File: src/verilog/pic_pkg.sv
package pic_pkg;

  localparam int NUM_SRC = 24;
  localparam int REG_W = 8;
  localparam int NUM_EV = 2;

  // register indexes; byte address is four times the index
  localparam logic [11:0] IDX_REQ0 = 12'h0fc0;
  localparam logic [11:0] IDX_PRIH0 = 12'h0fc1;
  localparam logic [11:0] IDX_PRIL0 = 12'h0fc2;
  localparam logic [11:0] IDX_REQ1 = 12'h0fc3;
  localparam logic [11:0] IDX_PRIH1 = 12'h0fc4;
  localparam logic [11:0] IDX_PRIL1 = 12'h0fc5;
  localparam logic [11:0] IDX_REQ2 = 12'h0fc6;
  localparam logic [11:0] IDX_PRIH2 = 12'h0fc7;
  localparam logic [11:0] IDX_PRIL2 = 12'h0fc8;
  localparam logic [11:0] IDX_CTRL = 12'h0fcf;
  localparam logic [11:0] IDX_ISTAT = 12'h0fd0;
  localparam logic [11:0] IDX_IMASK = 12'h0fd1;

  localparam logic [7:0] RST_REQ = 8'h00;
  localparam logic [7:0] RST_PRIO = 8'h00;
  localparam logic RST_GATE = 1'b0;
  localparam logic [1:0] RST_EV = 2'h0;

  // control register gate bit; event bits in status and mask
  localparam int GATE_BIT = 7;
  localparam int EV_ACK = 0;
  localparam int EV_OVR = 1;

  localparam logic [15:0] VEC_WDT = 16'h0004;
  localparam logic [15:0] VEC_TRAP = 16'h0006;
  localparam logic [15:0] VEC_BASE = 16'h0008;
  localparam logic [15:0] VEC_STEP = 16'h0002;

  typedef enum logic [1:0] {KIND_NONE, KIND_WDT, KIND_TRAP, KIND_PROG}
    pic_kind_t;

endpackage

File: src/verilog/pic_arbiter.sv
`timescale 1ns/1ps
module pic_arbiter import pic_pkg::*;
#(
  parameter int N = NUM_SRC
)
(
  input wire logic [N-1:0] pend,
  input wire logic [N-1:0] enh,
  input wire logic [N-1:0] enl,
  input wire logic wdt_pend,
  input wire logic trap_pend,
  input wire logic gate,
  output pic_kind_t win_kind,
  output logic [4:0] win_idx
);

  always_comb
  begin
    int idx;
    logic found;
    idx = 0;
    found = 1'b0;
    win_kind = KIND_NONE;
    win_idx = 5'h00;
    // level 3 first, then 2, then 1; inside a level, fixed rank
    for (int lv = 3; lv >= 1; lv--)
    begin
      for (int k = 0; k < N; k++)
      begin
        idx = (k / 8) * 8 + 7 - (k % 8);
        if (!found && gate && pend[idx]
            && {enh[idx], enl[idx]} == 2'(lv))
        begin
          found = 1'b1;
          win_kind = KIND_PROG;
          win_idx = 5'(idx);
        end
      end
    end
    // fixed sources outrank every level
    if (trap_pend)
    begin
      win_kind = KIND_TRAP;
      win_idx = 5'h00;
    end
    if (wdt_pend)
    begin
      win_kind = KIND_WDT;
      win_idx = 5'h00;
    end
  end

endmodule

File: src/verilog/pic_top.sv
// Behaviour
// gate set by enable instruction, return-from-service, or writing 1.
// gate cleared by disable, acknowledge, writing 0, reset, traps.
// level 3 beats level 2 beats level 1.
// same level resolved by fixed per-source rank.
// reset, enabled watchdog and illegal trap outrank all levels.
// sources pulse one cycle; pulse captured into sticky pending bit.
// acknowledge clears serviced pending bit until next pulse.
// writing 0 to a pending bit clears the request.
// writing 1 to a pending bit raises a request.
// software should use atomic read-modify-write on pending bits.
// pulses set pending bits whatever the gate state.
// requests reach the core only while the gate is set; watchdog and trap requests reach it with the gate clear.
// first request register at index FC0, reset 0, fixed bit layout.
// watchdog is handled outside the programmable registers.
// fixed order reset, watchdog, trap, then sources in vector order.
// enable pair 00 off, 01 level 1, 10 level 2, 11 level 3.
// vector is a 16-bit even program address.
// a pulse in the clearing cycle wins, bit stays set.
`timescale 1ns/1ps
module pic_top import pic_pkg::*;
#(
  parameter int ADDR_W = 14
)
(
  input wire logic pclk,
  input wire logic presetn,
  input wire logic psel,
  input wire logic penable,
  input wire logic pwrite,
  input wire logic [ADDR_W-1:0] paddr,
  input wire logic [31:0] pwdata,
  output logic [31:0] prdata,
  output logic pready,
  output logic pslverr,
  input wire logic [NUM_SRC-1:0] src_pulse,
  input wire logic wdt_pulse,
  input wire logic wdt_int_en,
  input wire logic illegal_trap,
  input wire logic enable_irq_instruction,
  input wire logic mask_all_instruction,
  input wire logic return_from_service,
  input wire logic trap_instruction,
  input wire logic cpu_ack,
  output logic cpu_irq_req,
  output logic [15:0] cpu_vector,
  output logic irq
);

  typedef struct packed {
    logic [NUM_SRC-1:0] pend;
    logic [NUM_SRC-1:0] enh;
    logic [NUM_SRC-1:0] enl;
    logic gate;
    logic wdt_pend;
    logic trap_pend;
    logic [NUM_EV-1:0] ist;
    logic [NUM_EV-1:0] imask;
    logic req;
    logic [15:0] vec;
    pic_kind_t kind;
    logic [4:0] idx;
    logic [31:0] rdata;
    logic slverr;
  } pic_state_t;

  pic_state_t state_r;
  pic_state_t state_nxt;
  pic_kind_t win_kind;
  logic [4:0] win_idx;

  ////////////////////////////////////////////////////////////////////////
  // helpers

  function automatic logic mapped(input logic [11:0] ri);
    case (ri)
      IDX_REQ0, IDX_PRIH0, IDX_PRIL0,
      IDX_REQ1, IDX_PRIH1, IDX_PRIL1,
      IDX_REQ2, IDX_PRIH2, IDX_PRIL2,
      IDX_CTRL, IDX_ISTAT, IDX_IMASK: mapped = 1'b1;
      default: mapped = 1'b0;
    endcase
  endfunction

  // register bit idx -> program address of its vector
  function automatic logic [15:0] vec_of(input logic [4:0] idx);
    logic [4:0] rank;
    rank = {idx[4:3], ~idx[2:0]};
    vec_of = VEC_BASE + VEC_STEP * {11'h000, rank};
  endfunction

  function automatic logic [7:0] rd_mux(input logic [11:0] ri,
                                        input pic_state_t s);
    case (ri)
      IDX_REQ0: rd_mux = s.pend[7:0];
      IDX_PRIH0: rd_mux = s.enh[7:0];
      IDX_PRIL0: rd_mux = s.enl[7:0];
      IDX_REQ1: rd_mux = s.pend[15:8];
      IDX_PRIH1: rd_mux = s.enh[15:8];
      IDX_PRIL1: rd_mux = s.enl[15:8];
      IDX_REQ2: rd_mux = s.pend[23:16];
      IDX_PRIH2: rd_mux = s.enh[23:16];
      IDX_PRIL2: rd_mux = s.enl[23:16];
      IDX_CTRL: rd_mux = {s.gate, 7'h00};
      IDX_ISTAT: rd_mux = {6'h00, s.ist};
      IDX_IMASK: rd_mux = {6'h00, s.imask};
      default: rd_mux = 8'h00;
    endcase
  endfunction

  ////////////////////////////////////////////////////////////////////////
  // arbitration

  pic_arbiter #(
    .N(NUM_SRC)
  ) u_arb (
    .pend(state_r.pend),
    .enh(state_r.enh),
    .enl(state_r.enl),
    .wdt_pend(state_r.wdt_pend),
    .trap_pend(state_r.trap_pend),
    .gate(state_r.gate),
    .win_kind(win_kind),
    .win_idx(win_idx)
  );

  ////////////////////////////////////////////////////////////////////////
  // next state

  always_comb
  begin
    logic [11:0] ri;
    logic setup;
    logic wr;
    logic [NUM_SRC-1:0] pulse;
    logic [7:0] wd;
    ri = paddr[ADDR_W-1:2];
    setup = psel && !penable;
    wr = psel && penable && pwrite && !state_r.slverr;
    pulse = src_pulse;
    wd = pwdata[7:0];
    state_nxt = state_r;

    // bus: read data and error taken in setup, write in access
    if (setup)
    begin
      state_nxt.slverr = !mapped(ri) || (paddr[1:0] != 2'b00);
      state_nxt.rdata = {24'h000000, rd_mux(ri, state_r)};
    end

    // acknowledge clears the presented source and the gate
    if (cpu_ack && state_r.req)
    begin
      case (state_r.kind)
        KIND_PROG: state_nxt.pend[state_r.idx] = 1'b0;
        KIND_WDT: state_nxt.wdt_pend = 1'b0;
        KIND_TRAP: state_nxt.trap_pend = 1'b0;
        default: state_nxt.pend = state_nxt.pend;
      endcase
      state_nxt.gate = 1'b0;
    end

    if (enable_irq_instruction || return_from_service)
      state_nxt.gate = 1'b1;
    if (mask_all_instruction || trap_instruction || illegal_trap)
      state_nxt.gate = 1'b0;

    if (wr)
    begin
      case (ri)
        IDX_REQ0: state_nxt.pend[7:0] = wd;
        IDX_REQ1: state_nxt.pend[15:8] = wd;
        IDX_REQ2: state_nxt.pend[23:16] = wd;
        IDX_PRIH0: state_nxt.enh[7:0] = wd;
        IDX_PRIL0: state_nxt.enl[7:0] = wd;
        IDX_PRIH1: state_nxt.enh[15:8] = wd;
        IDX_PRIL1: state_nxt.enl[15:8] = wd;
        IDX_PRIH2: state_nxt.enh[23:16] = wd;
        IDX_PRIL2: state_nxt.enl[23:16] = wd;
        IDX_CTRL: state_nxt.gate = wd[GATE_BIT];
        IDX_ISTAT: state_nxt.ist = state_r.ist & ~wd[NUM_EV-1:0];
        IDX_IMASK: state_nxt.imask = wd[NUM_EV-1:0];
        default: state_nxt.slverr = state_r.slverr;
      endcase
    end

    // pulses last so they win over any clear
    state_nxt.pend = state_nxt.pend | pulse;
    if (wdt_pulse && wdt_int_en)
      state_nxt.wdt_pend = 1'b1;
    if (illegal_trap)
      state_nxt.trap_pend = 1'b1;

    // events: set wins over write-one-clear
    if (cpu_ack && state_r.req)
      state_nxt.ist[EV_ACK] = 1'b1;
    if (|(pulse & state_r.pend))
      state_nxt.ist[EV_OVR] = 1'b1;

    // winner presented one cycle later, dropped on acknowledge
    state_nxt.req = (win_kind != KIND_NONE) && !cpu_ack;
    state_nxt.kind = win_kind;
    state_nxt.idx = win_idx;
    case (win_kind)
      KIND_WDT: state_nxt.vec = VEC_WDT;
      KIND_TRAP: state_nxt.vec = VEC_TRAP;
      KIND_PROG: state_nxt.vec = vec_of(win_idx);
      default: state_nxt.vec = 16'h0000;
    endcase
  end

  ////////////////////////////////////////////////////////////////////////
  // state register

  always_ff @(posedge pclk or negedge presetn)
  begin
    if (!presetn)
    begin
      state_r.pend <= {RST_REQ, RST_REQ, RST_REQ};
      state_r.enh <= {RST_PRIO, RST_PRIO, RST_PRIO};
      state_r.enl <= {RST_PRIO, RST_PRIO, RST_PRIO};
      state_r.gate <= RST_GATE;
      state_r.wdt_pend <= 1'b0;
      state_r.trap_pend <= 1'b0;
      state_r.ist <= RST_EV;
      state_r.imask <= RST_EV;
      state_r.req <= 1'b0;
      state_r.vec <= 16'h0000;
      state_r.kind <= KIND_NONE;
      state_r.idx <= 5'h00;
      state_r.rdata <= 32'h0000_0000;
      state_r.slverr <= 1'b0;
    end
    else
    begin
      state_r <= state_nxt;
    end
  end

  ////////////////////////////////////////////////////////////////////////
  // outputs

  assign pready = psel && penable;
  assign pslverr = psel && penable && state_r.slverr;
  assign prdata = state_r.rdata;
  assign cpu_irq_req = state_r.req;
  assign cpu_vector = state_r.vec;
  assign irq = |(state_r.ist & state_r.imask);

endmodule

File: config.mk
export PLATFORM = sky130hd
export DESIGN_NAME = pic_top
export DESIGN_NICKNAME = d
export VERILOG_FILES = /design/src/verilog/pic_pkg.sv /design/src/verilog/pic_arbiter.sv /design/src/verilog/pic_top.sv
export SDC_FILE = /design/constraint.sdc
export NUM_CORES = 1
export LEC_CHECK = 0
export BUFFER_PORTS_ARGS = -buffer_cell sky130_fd_sc_hd__buf_2
export CELL_PAD_IN_SITES_DETAIL_PLACEMENT = 1
export CELL_PAD_IN_SITES_GLOBAL_PLACEMENT = 1
export CORE_UTILIZATION = 47
export CTS_CLUSTER_SIZE = 16
export DETAILED_ROUTE_END_ITERATION = 10
export GPL_ROUTABILITY_DRIVEN = 0
export PLACE_DENSITY = 0.9
export SLEW_MARGIN = 20
export SYNTH_ARGS = -nofsm -noshare
export SYNTH_HDL_FRONTEND = slang
export SYNTH_HIERARCHICAL = 1
export SYNTH_SLANG_ARGS = --single-unit
File: constraint.sdc
create_clock -name pclk -period 5.1 [get_ports pclk]
set_input_delay 0.255 -clock pclk [delete_from_list [all_inputs] [get_ports pclk]]
set_output_delay 0.255 -clock pclk [all_outputs]
set_load 0.03 [all_outputs]
==> metrics.txt, run 1 <==
clock sink count=102; Clock Tree Buf Depth=2; Worst Path Max Fanout=49; Synthesis Warnings=6; Core Footprint=roughly 15000 µm²; vias in the first global route=between 6000 and 7000; Fin. Hold Viols=11; slowest CP cell=dfrtp_2; P_int=1321 µW; HPWL Detailed=19.95 mm; Hold Slack=-0.02327 ns; Synth area leaders=dfrtp_1 (35%), mux2_2 (6.8%), buf_4 (5.1%); drt first pass iters=10; filler cell count=1766; Placement Cell Area=7571 µm²; # IOs=135; CP startpoint kind=register; worst path arrival time=between 4 and 5 ns; R2R depth=12; Largest stage delay, worst path=0.71 ns; Post-synth top cells=dfrtp_1 (102), o21ai_0 (51), buf_4 (50), nor2_1 (46), mux2_2 (44); post-synthesis sequential area ratio=0.3481; iteration-0 DRC count of the detailed router=766; number of synthesized flops with an enable pin=0; Final ANT Viol Nets=0; CTS HTree Levels=3; setup TNS=0 ns; asr flop ratio synth=1.000; Crit path required time=around 5.4 ns; first-pass GRT wire length=between 40 and 50 mm; max_slew headroom=0.3051; status=finished, violations left; Residual DRC=0; IO buf count=76; share of cells above drive strength 1=0.2169; most common cell in the netlist=dfrtp_1; RSZ-0062 raised after global routing=no; net count reported at finish=895; Clock power frac=0.411; Net Sw Frac=0.2861; clk slew on worst S/H paths=0.08 ns; worst-skew pair later-pin latency=0.36 ns; DIE WIDTH=126.9 µm; Tot GR Track Use=0.3352; Post-Syn Area=7332 µm²; Max Clock Skew=~0.014 ns; part of the power in combinational logic=0.130; Worst R2R End=cpu_vector[5]; hold_buf cts=0; Post CTS Setup Buffer Count=0; predominant post-synthesis flop cell=dfrtp_1; Initial Util=0.4823; number of diodes=0; vias=slightly above 7000; WS Path Type=register to register; CTS tree=built; initial antenna violation count=0; worst reg2reg startpoint=state_r[63]; CP top delay family=simple AND/OR/NAND/NOR gates; R2R Setup Slk=0.83 ns; die area=approximately 16000 µm²; Buf+Inv Stages, Crit Path=2; Synth cell types=83; final core utilization=0.5188; TritonCTS Buffers=9; setup ws final=0.8330 ns; Die H=126.9 µm; largest net degree at the start of global routing=63; largest area contributor in the netlist=dfrtp_1; Root Driver=clkbuf_16; Worst Setup End Kind=register; Min-Delay Path Class=primary input to asynchronous set/reset pin; VDD IR-drop max=0.2107 mV; Area Growth Syn to Fin=7.577%; Pleak=0.003368 µW; Synth Register Bits=~100; # setup viols final=0; pre-CTS WS=1.013 ns; post-route cell area=7888 µm²; max_cap viols=0; fmax=234.4 MHz; grt ovf=0; worst slew pin tran=1.035 ns; vias per inst=~7.1; Post-CTS Resized=0; # rows=45; power density cells=234.7 nW/µm²; WL final=between 20 and 30 mm; Seq pwr share=0.459; CP Cell Sequence=buf_4 > and4_1 > nand4b_1 > nor4_4 > nand2_1 > nor4b_1 > nor4_1 > a31oi_1 > inv_1 > ha_1 > xor2_1 > and3_1; Switching Power=529.5 µW; Synth Area per Inst=9.547 µm²; Mapped Cells=768; min cycle time layout=4.267 ns; Yosys top cell area share=0.3481; failing checks=negative hold slack; max-slew violations=0; Tcrit/Tclk final=0.8367; wire per inst=26.55 µm
[placed cells by master (no fill, tap or decap), drive strengths merged, types with 8 or more instances in the layout]
cell type	netlist	routed
inv	19	20
o22ai	8	8
mux2i	16	16
dfrtp	102	102
a211o	20	20
mux2	52	52
a22o	8	8
and2	8	8
nand4	33	33
nor4	14	14
conb	1	34
clkbuf	9	11
nand4b	40	40
a31oi	9	9
buf	72	80
nand2	37	37
and4	9	9
nor2b	11	11
nor2	48	48
nor3	19	19
a22oi	9	9
nand3	30	30
a21oi	20	20
o21ai	51	51
[cells by family (layout without fill, tap and decap cells)]
kind of cell               Yosys count  count (layout)  share of synthesized area
AOI/OAI and AO/OA                  190             190                     0.1829
xor gates and xnor gates             1               1                   0.001195
adders and majority gates            1               1                   0.001706
buffers and inverters              100             115                    0.08328
DFF                                102             102                     0.3481
muxes                               69              69                     0.1089
other                                1              34                  0.0005115
and+or+nand+nor                    304             304                     0.2734
[worst max-delay path by stage]
stage | from | to | slack, ns | depth (start not counted)
4_1_cts | state_r[63] | cpu_vector[5] | 0.97 | 12
5_1_grt | state_r[63] | cpu_vector[5] | 0.65 | 12
6_report | state_r[63] | cpu_vector[5] | 0.83 | 12
3_3_place_gp | state_r[63] | cpu_vector[5] | 1.13 | 12
2_1_floorplan | state_r[63] | cpu_vector[5] | 1.97 | 12
3_5_place_dp | state_r[63] | cpu_vector[5] | 1.01 | 12
[layout make-up]
type	instances	area [µm²]	share of cell area
Clock buffer	11	232.7	0.02951
Clock inverter	5	83.83	0.01063
Inverter	19	71.32	0.009042
Multi-Input combinational cell	599	4298	0.5449
Sequential cell	102	2554	0.3238
Tap cell	188	235.2	0.02982
Timing Repair Buffer	80	412.9	0.05235
[registers in the layout, summed over array words and instances, names as in the netlist]
register	count
state_r	87
cpu_irq_req	1
cpu_vector	6
prdata	8
[per-stage QoR]
| stage | total power [µW] | cells |
|---|---|---|
| 5_1_grt | 1891 | 1004 |
| 2_1_floorplan | 1029 | 801 |
| 3_3_place_gp | 1085 | 988 |
| 3_5_place_dp | 1095 | 988 |
| 4_1_cts | 1841 | 1004 |
| 6_report | 1851 | 1004 |
[power by group through the flow]
stage          clock network [µW]  registers (µW)  logic (µW)
2_1_floorplan                   0             856         173
3_3_place_gp                    0             860         224
3_5_place_dp                    0             862         232
4_1_cts                       760             847         235
5_1_grt                       789             849         253
6_report                      761             849         240
[metal layers]
layer | vias to the layer above | GRT usage | share of wire
met2 | 481 | 0.5436 | 0.46
met3 | 112 | 0.06495 | 0.093
met1 | 3482 | 0.4225 | 0.39
met4 | 0 | 0.1821 | 0.056
li1 | 3004 | - | -
met5 | - | 0 | 0
Note: power is estimated with default switching activity, not from simulation.
==> run 2, diff against run 1 <==
- ABC_AREA: not set -> 1
- CORE_UTILIZATION: 47 -> 37
- PLACE_DENSITY: 0.9 -> 0.81
- clock period: 5.1 -> 3.7 ns (I/O delays scaled with it)
==> run 2 against run 1 <==
- the flow finishes with violations (negative setup slack)
- synthesized cell count rose by 52%
- first-iteration DRC count rose by 36%
- count of clock-buffer cells in the layout fell by 1
- synthesized area rose by 7.8%
- critical path type unchanged
- largest cell class unchanged
==> metrics.txt, run 2 <==
commonest non-fill, non-tap cell in the layout=buf_4; CTS tree=built; placed cell count=1677 (+70%); vias per inst=6.034 (-14%); worst reg2reg startpoint=state_r[63]; Worst Path Max Fanout=6 (-88%); Worst Hold Path Cells=2; grt ovf=0 (unchanged); Mapped Cells=1171 (+52%); max reg flops=87 (unchanged); Synth area leaders=dfrtp_1 (32%), nand2_1 (13%), inv_1 (9.1%); Clock Tree Buf Depth=2 (unchanged); Post-synth top cells=nand2_1 (267), inv_1 (192), dfrtp_1 (102), nand3_1 (101), nor2_1 (81); Net Sw Frac=0.3165 (+0.03039); Max Clock Skew=0.02171 ns (+0.007613 ns); fin cells=1790 (+78%); first-pass GRT wire length=62.31 mm (+54%); min cycle time layout=6.962 ns (+2.695 ns); Worst Setup End Kind=register; Min-Delay Path Class=primary input to register; share of cells above drive strength 1=0.3322 (+0.1153); Synth Area per Inst=6.750 µm² (-29%); Tcrit/Tclk final=1.882 (+1.045); part of the power in combinational logic=0.162 (+0.032); setup ws final=-3.262 ns (-4.095 ns); failing checks=negative setup slack; Switching Power=834.4 µW (+58%); final core utilization=0.5270 (+0.008200); Root Driver=clkbuf_16; asr flop ratio synth=1.000 (unchanged); drt first pass iters=5 (-5); slowest CP cell=dfrtp_2; Biggest register=state_r; CTS HTree Levels=3 (unchanged); worst slew pin tran=1.105 ns (+0.07060 ns); predominant post-synthesis flop cell=dfrtp_1; WL final=46.25 mm (+73%); iteration-0 DRC count of the detailed router=1039 (+36%); worst-skew pair later-pin latency=0.37 ns (about the same); status=finished, violations left; Core Footprint=20960 µm² (+38%); initial antenna violation count=1 (+1); most frequent cells in the layout=buf_4 (282), nand2_1 (258), inv_1 (190); Largest stage delay, worst path=0.46 ns (-0.25 ns); TritonCTS Buffers=9 (unchanged); CP startpoint kind=register; Hold Startpoint=illegal_trap; Synthesis Warnings=6 (unchanged); IO buf count=76 (unchanged); Worst R2R End=cpu_vector[2]; max_slew headroom=0.2576 (-0.04756); most used cell along the critical path=nor2_2; die area=21950 µm² (+36%); Placement Cell Area=9739 µm² (+29%); Area Growth Syn to Fin=39.73%; Final ANT Viol Nets=0 (unchanged); P_int=1802 µW (+36%); clk slew on worst S/H paths=0.08 ns (about the same); WS Path Type=register to register; post-synthesis sequential area ratio=0.3229 (-0.02518); VDD IR-drop max=0.1871 mV (-11%); Fin. Hold Viols=0 (-11); HPWL Detailed=27.26 mm (+37%); Post-Syn Area=7904 µm² (+7.8%); R2R depth=43 (+31); Synth cell types=49 (-41%); R2R Setup Slk=-3.26 ns (-4.09 ns); Crit path required time=3.95 ns (-1.40 ns); # rows=53 (+18%); post-route cell area=11040 µm² (+40%); RSZ-0062 raised after global routing=yes; worst path arrival time=7.22 ns (+2.70 ns); Residual DRC=0 (unchanged); Die H=148.2 µm (+17%); Yosys top cell area share=0.3229 (-0.02518); largest area contributor in the netlist=dfrtp_1; number of synthesized flops with an enable pin=0 (unchanged); Clock power frac=0.395 (-0.016); Pleak=0.005654 µW (+68%); Tot GR Track Use=0.3802 (+0.04501); max_cap viols=0 (unchanged); most common cell in the netlist=nand2_1; vias in the first global route=10740 (+55%); Synth Register Bits=102 (unchanged); Initial Util=0.3772 (-0.1051); DIE WIDTH=148.2 µm (+17%); net count reported at finish=1593 (+78%); total power=2637 µW (+42%); clock sink count=102 (unchanged); pre-CTS WS=-2.076 ns (-3.089 ns); # setup viols final=14 (+14); Min-Delay Endpoint=state_r[61]; wire per inst=25.84 µm (-2.7%); power density cells=238.7 nW/µm² (+1.7%); # IOs=135 (unchanged); max-slew violations=0 (unchanged); vias=10800 (+53%); Seq pwr share=0.443 (-0.016); fmax=143.6 MHz (-39%); largest net degree at the start of global routing=48 (-24%)
[run 2: cell types whose count changed in the layout (fill, tap and decap cells not counted), sizes merged, moves of 40 or more]
cell	before	now
nand4	33	76
nor3	19	62
nand2	37	278
buf	80	362
nand4b	40	0
inv	20	201
nand3	30	108
nor2	48	124
mux2	52	0
[run 2: worst max-delay path: cells and delay by family (launching register included)]
family                 cells  cell delay [ns]
AOI/OAI and AO/OA          1             0.15
DFF                        1             0.46
and+or+nand+nor           39             5.88
buffers and inverters      3             0.35
[run 2: layout make-up]
class	instances	area [µm²]
fill	2744	9911
timing repair buffer	365	2603
sequential	102	2554
multi-input combinational	828	4464
antenna	1	2.502
tap	275	344.1
clock inverter	6	68.82
inverter	203	769.5
clock buffer	10	239.0
[run 2: metrics by stage]
step | setup TNS (ns) | hold slack, ns
5_1_grt | -49.82 | 0.04661
2_1_floorplan | -13.44 | -0.1106
4_1_cts | -24.84 | 0.02951
6_report | -42.93 | 0.02849
3_5_place_dp | -26.39 | 0.2473
3_3_place_gp | -21.40 | 0.2424
[run 2: repair_timing]
action / in CTS / in global routing
cloned: 0 / 1
resized for setup: 22 / 41
pin swaps: 5 / 21
hold buffers: 2 / 0
endpoints found under the setup margin: 14 / 14
setup buffers: 69 / 25
hold endpoints to repair: 46 / 0
[run 2: per-layer routing]
layer / wire [µm] / vias to the layer above / part of all wire / track usage
li1: - / 4434 / - / -
met1: 15930 / 5149 / 0.34 / 0.4343
met2: 20740 / 860 / 0.45 / 0.6366
met3: 4610 / 357 / 0.10 / 0.06135
met4: 4967 / 0 / 0.11 / 0.2948
met5: 0 / - / 0 / 0
[run 2: how the worst max path moves through the flow]
stage / end / start / cells after the start
after floorplan: cpu_vector[5] / state_r[63] / 42
after global placement: cpu_vector[1] / state_r[63] / 45
after detailed placement: cpu_vector[1] / state_r[63] / 45
after CTS: cpu_vector[2] / state_r[63] / 43
after global routing: cpu_vector[2] / state_r[63] / 43
final: cpu_vector[2] / state_r[63] / 43
[run 2: cell families (layout without fill, tap and decap cells)]
family,Yosys count,count (layout),synth area share
buffers and inverters,274,584,0.1589
adder cells (fa/ha/maj),1,1,0.001583
flip-flops,102,102,0.3229
AO/OA/AOI/OAI,135,135,0.1019
other,1,35,0.0004745
AND/OR/NAND/NOR,657,657,0.4130
XOR/XNOR,1,1,0.001108
[run 2: power by group through the flow]
stage                     Clock, µW  Combinational (µW)  Sequential [µW]
after detailed placement          0                 367             1180
after global routing           1070                 449             1170
final                          1040                 428             1170
after floorplan                   0                 237             1180
after global placement            0                 352             1180
after CTS                      1010                 377             1160
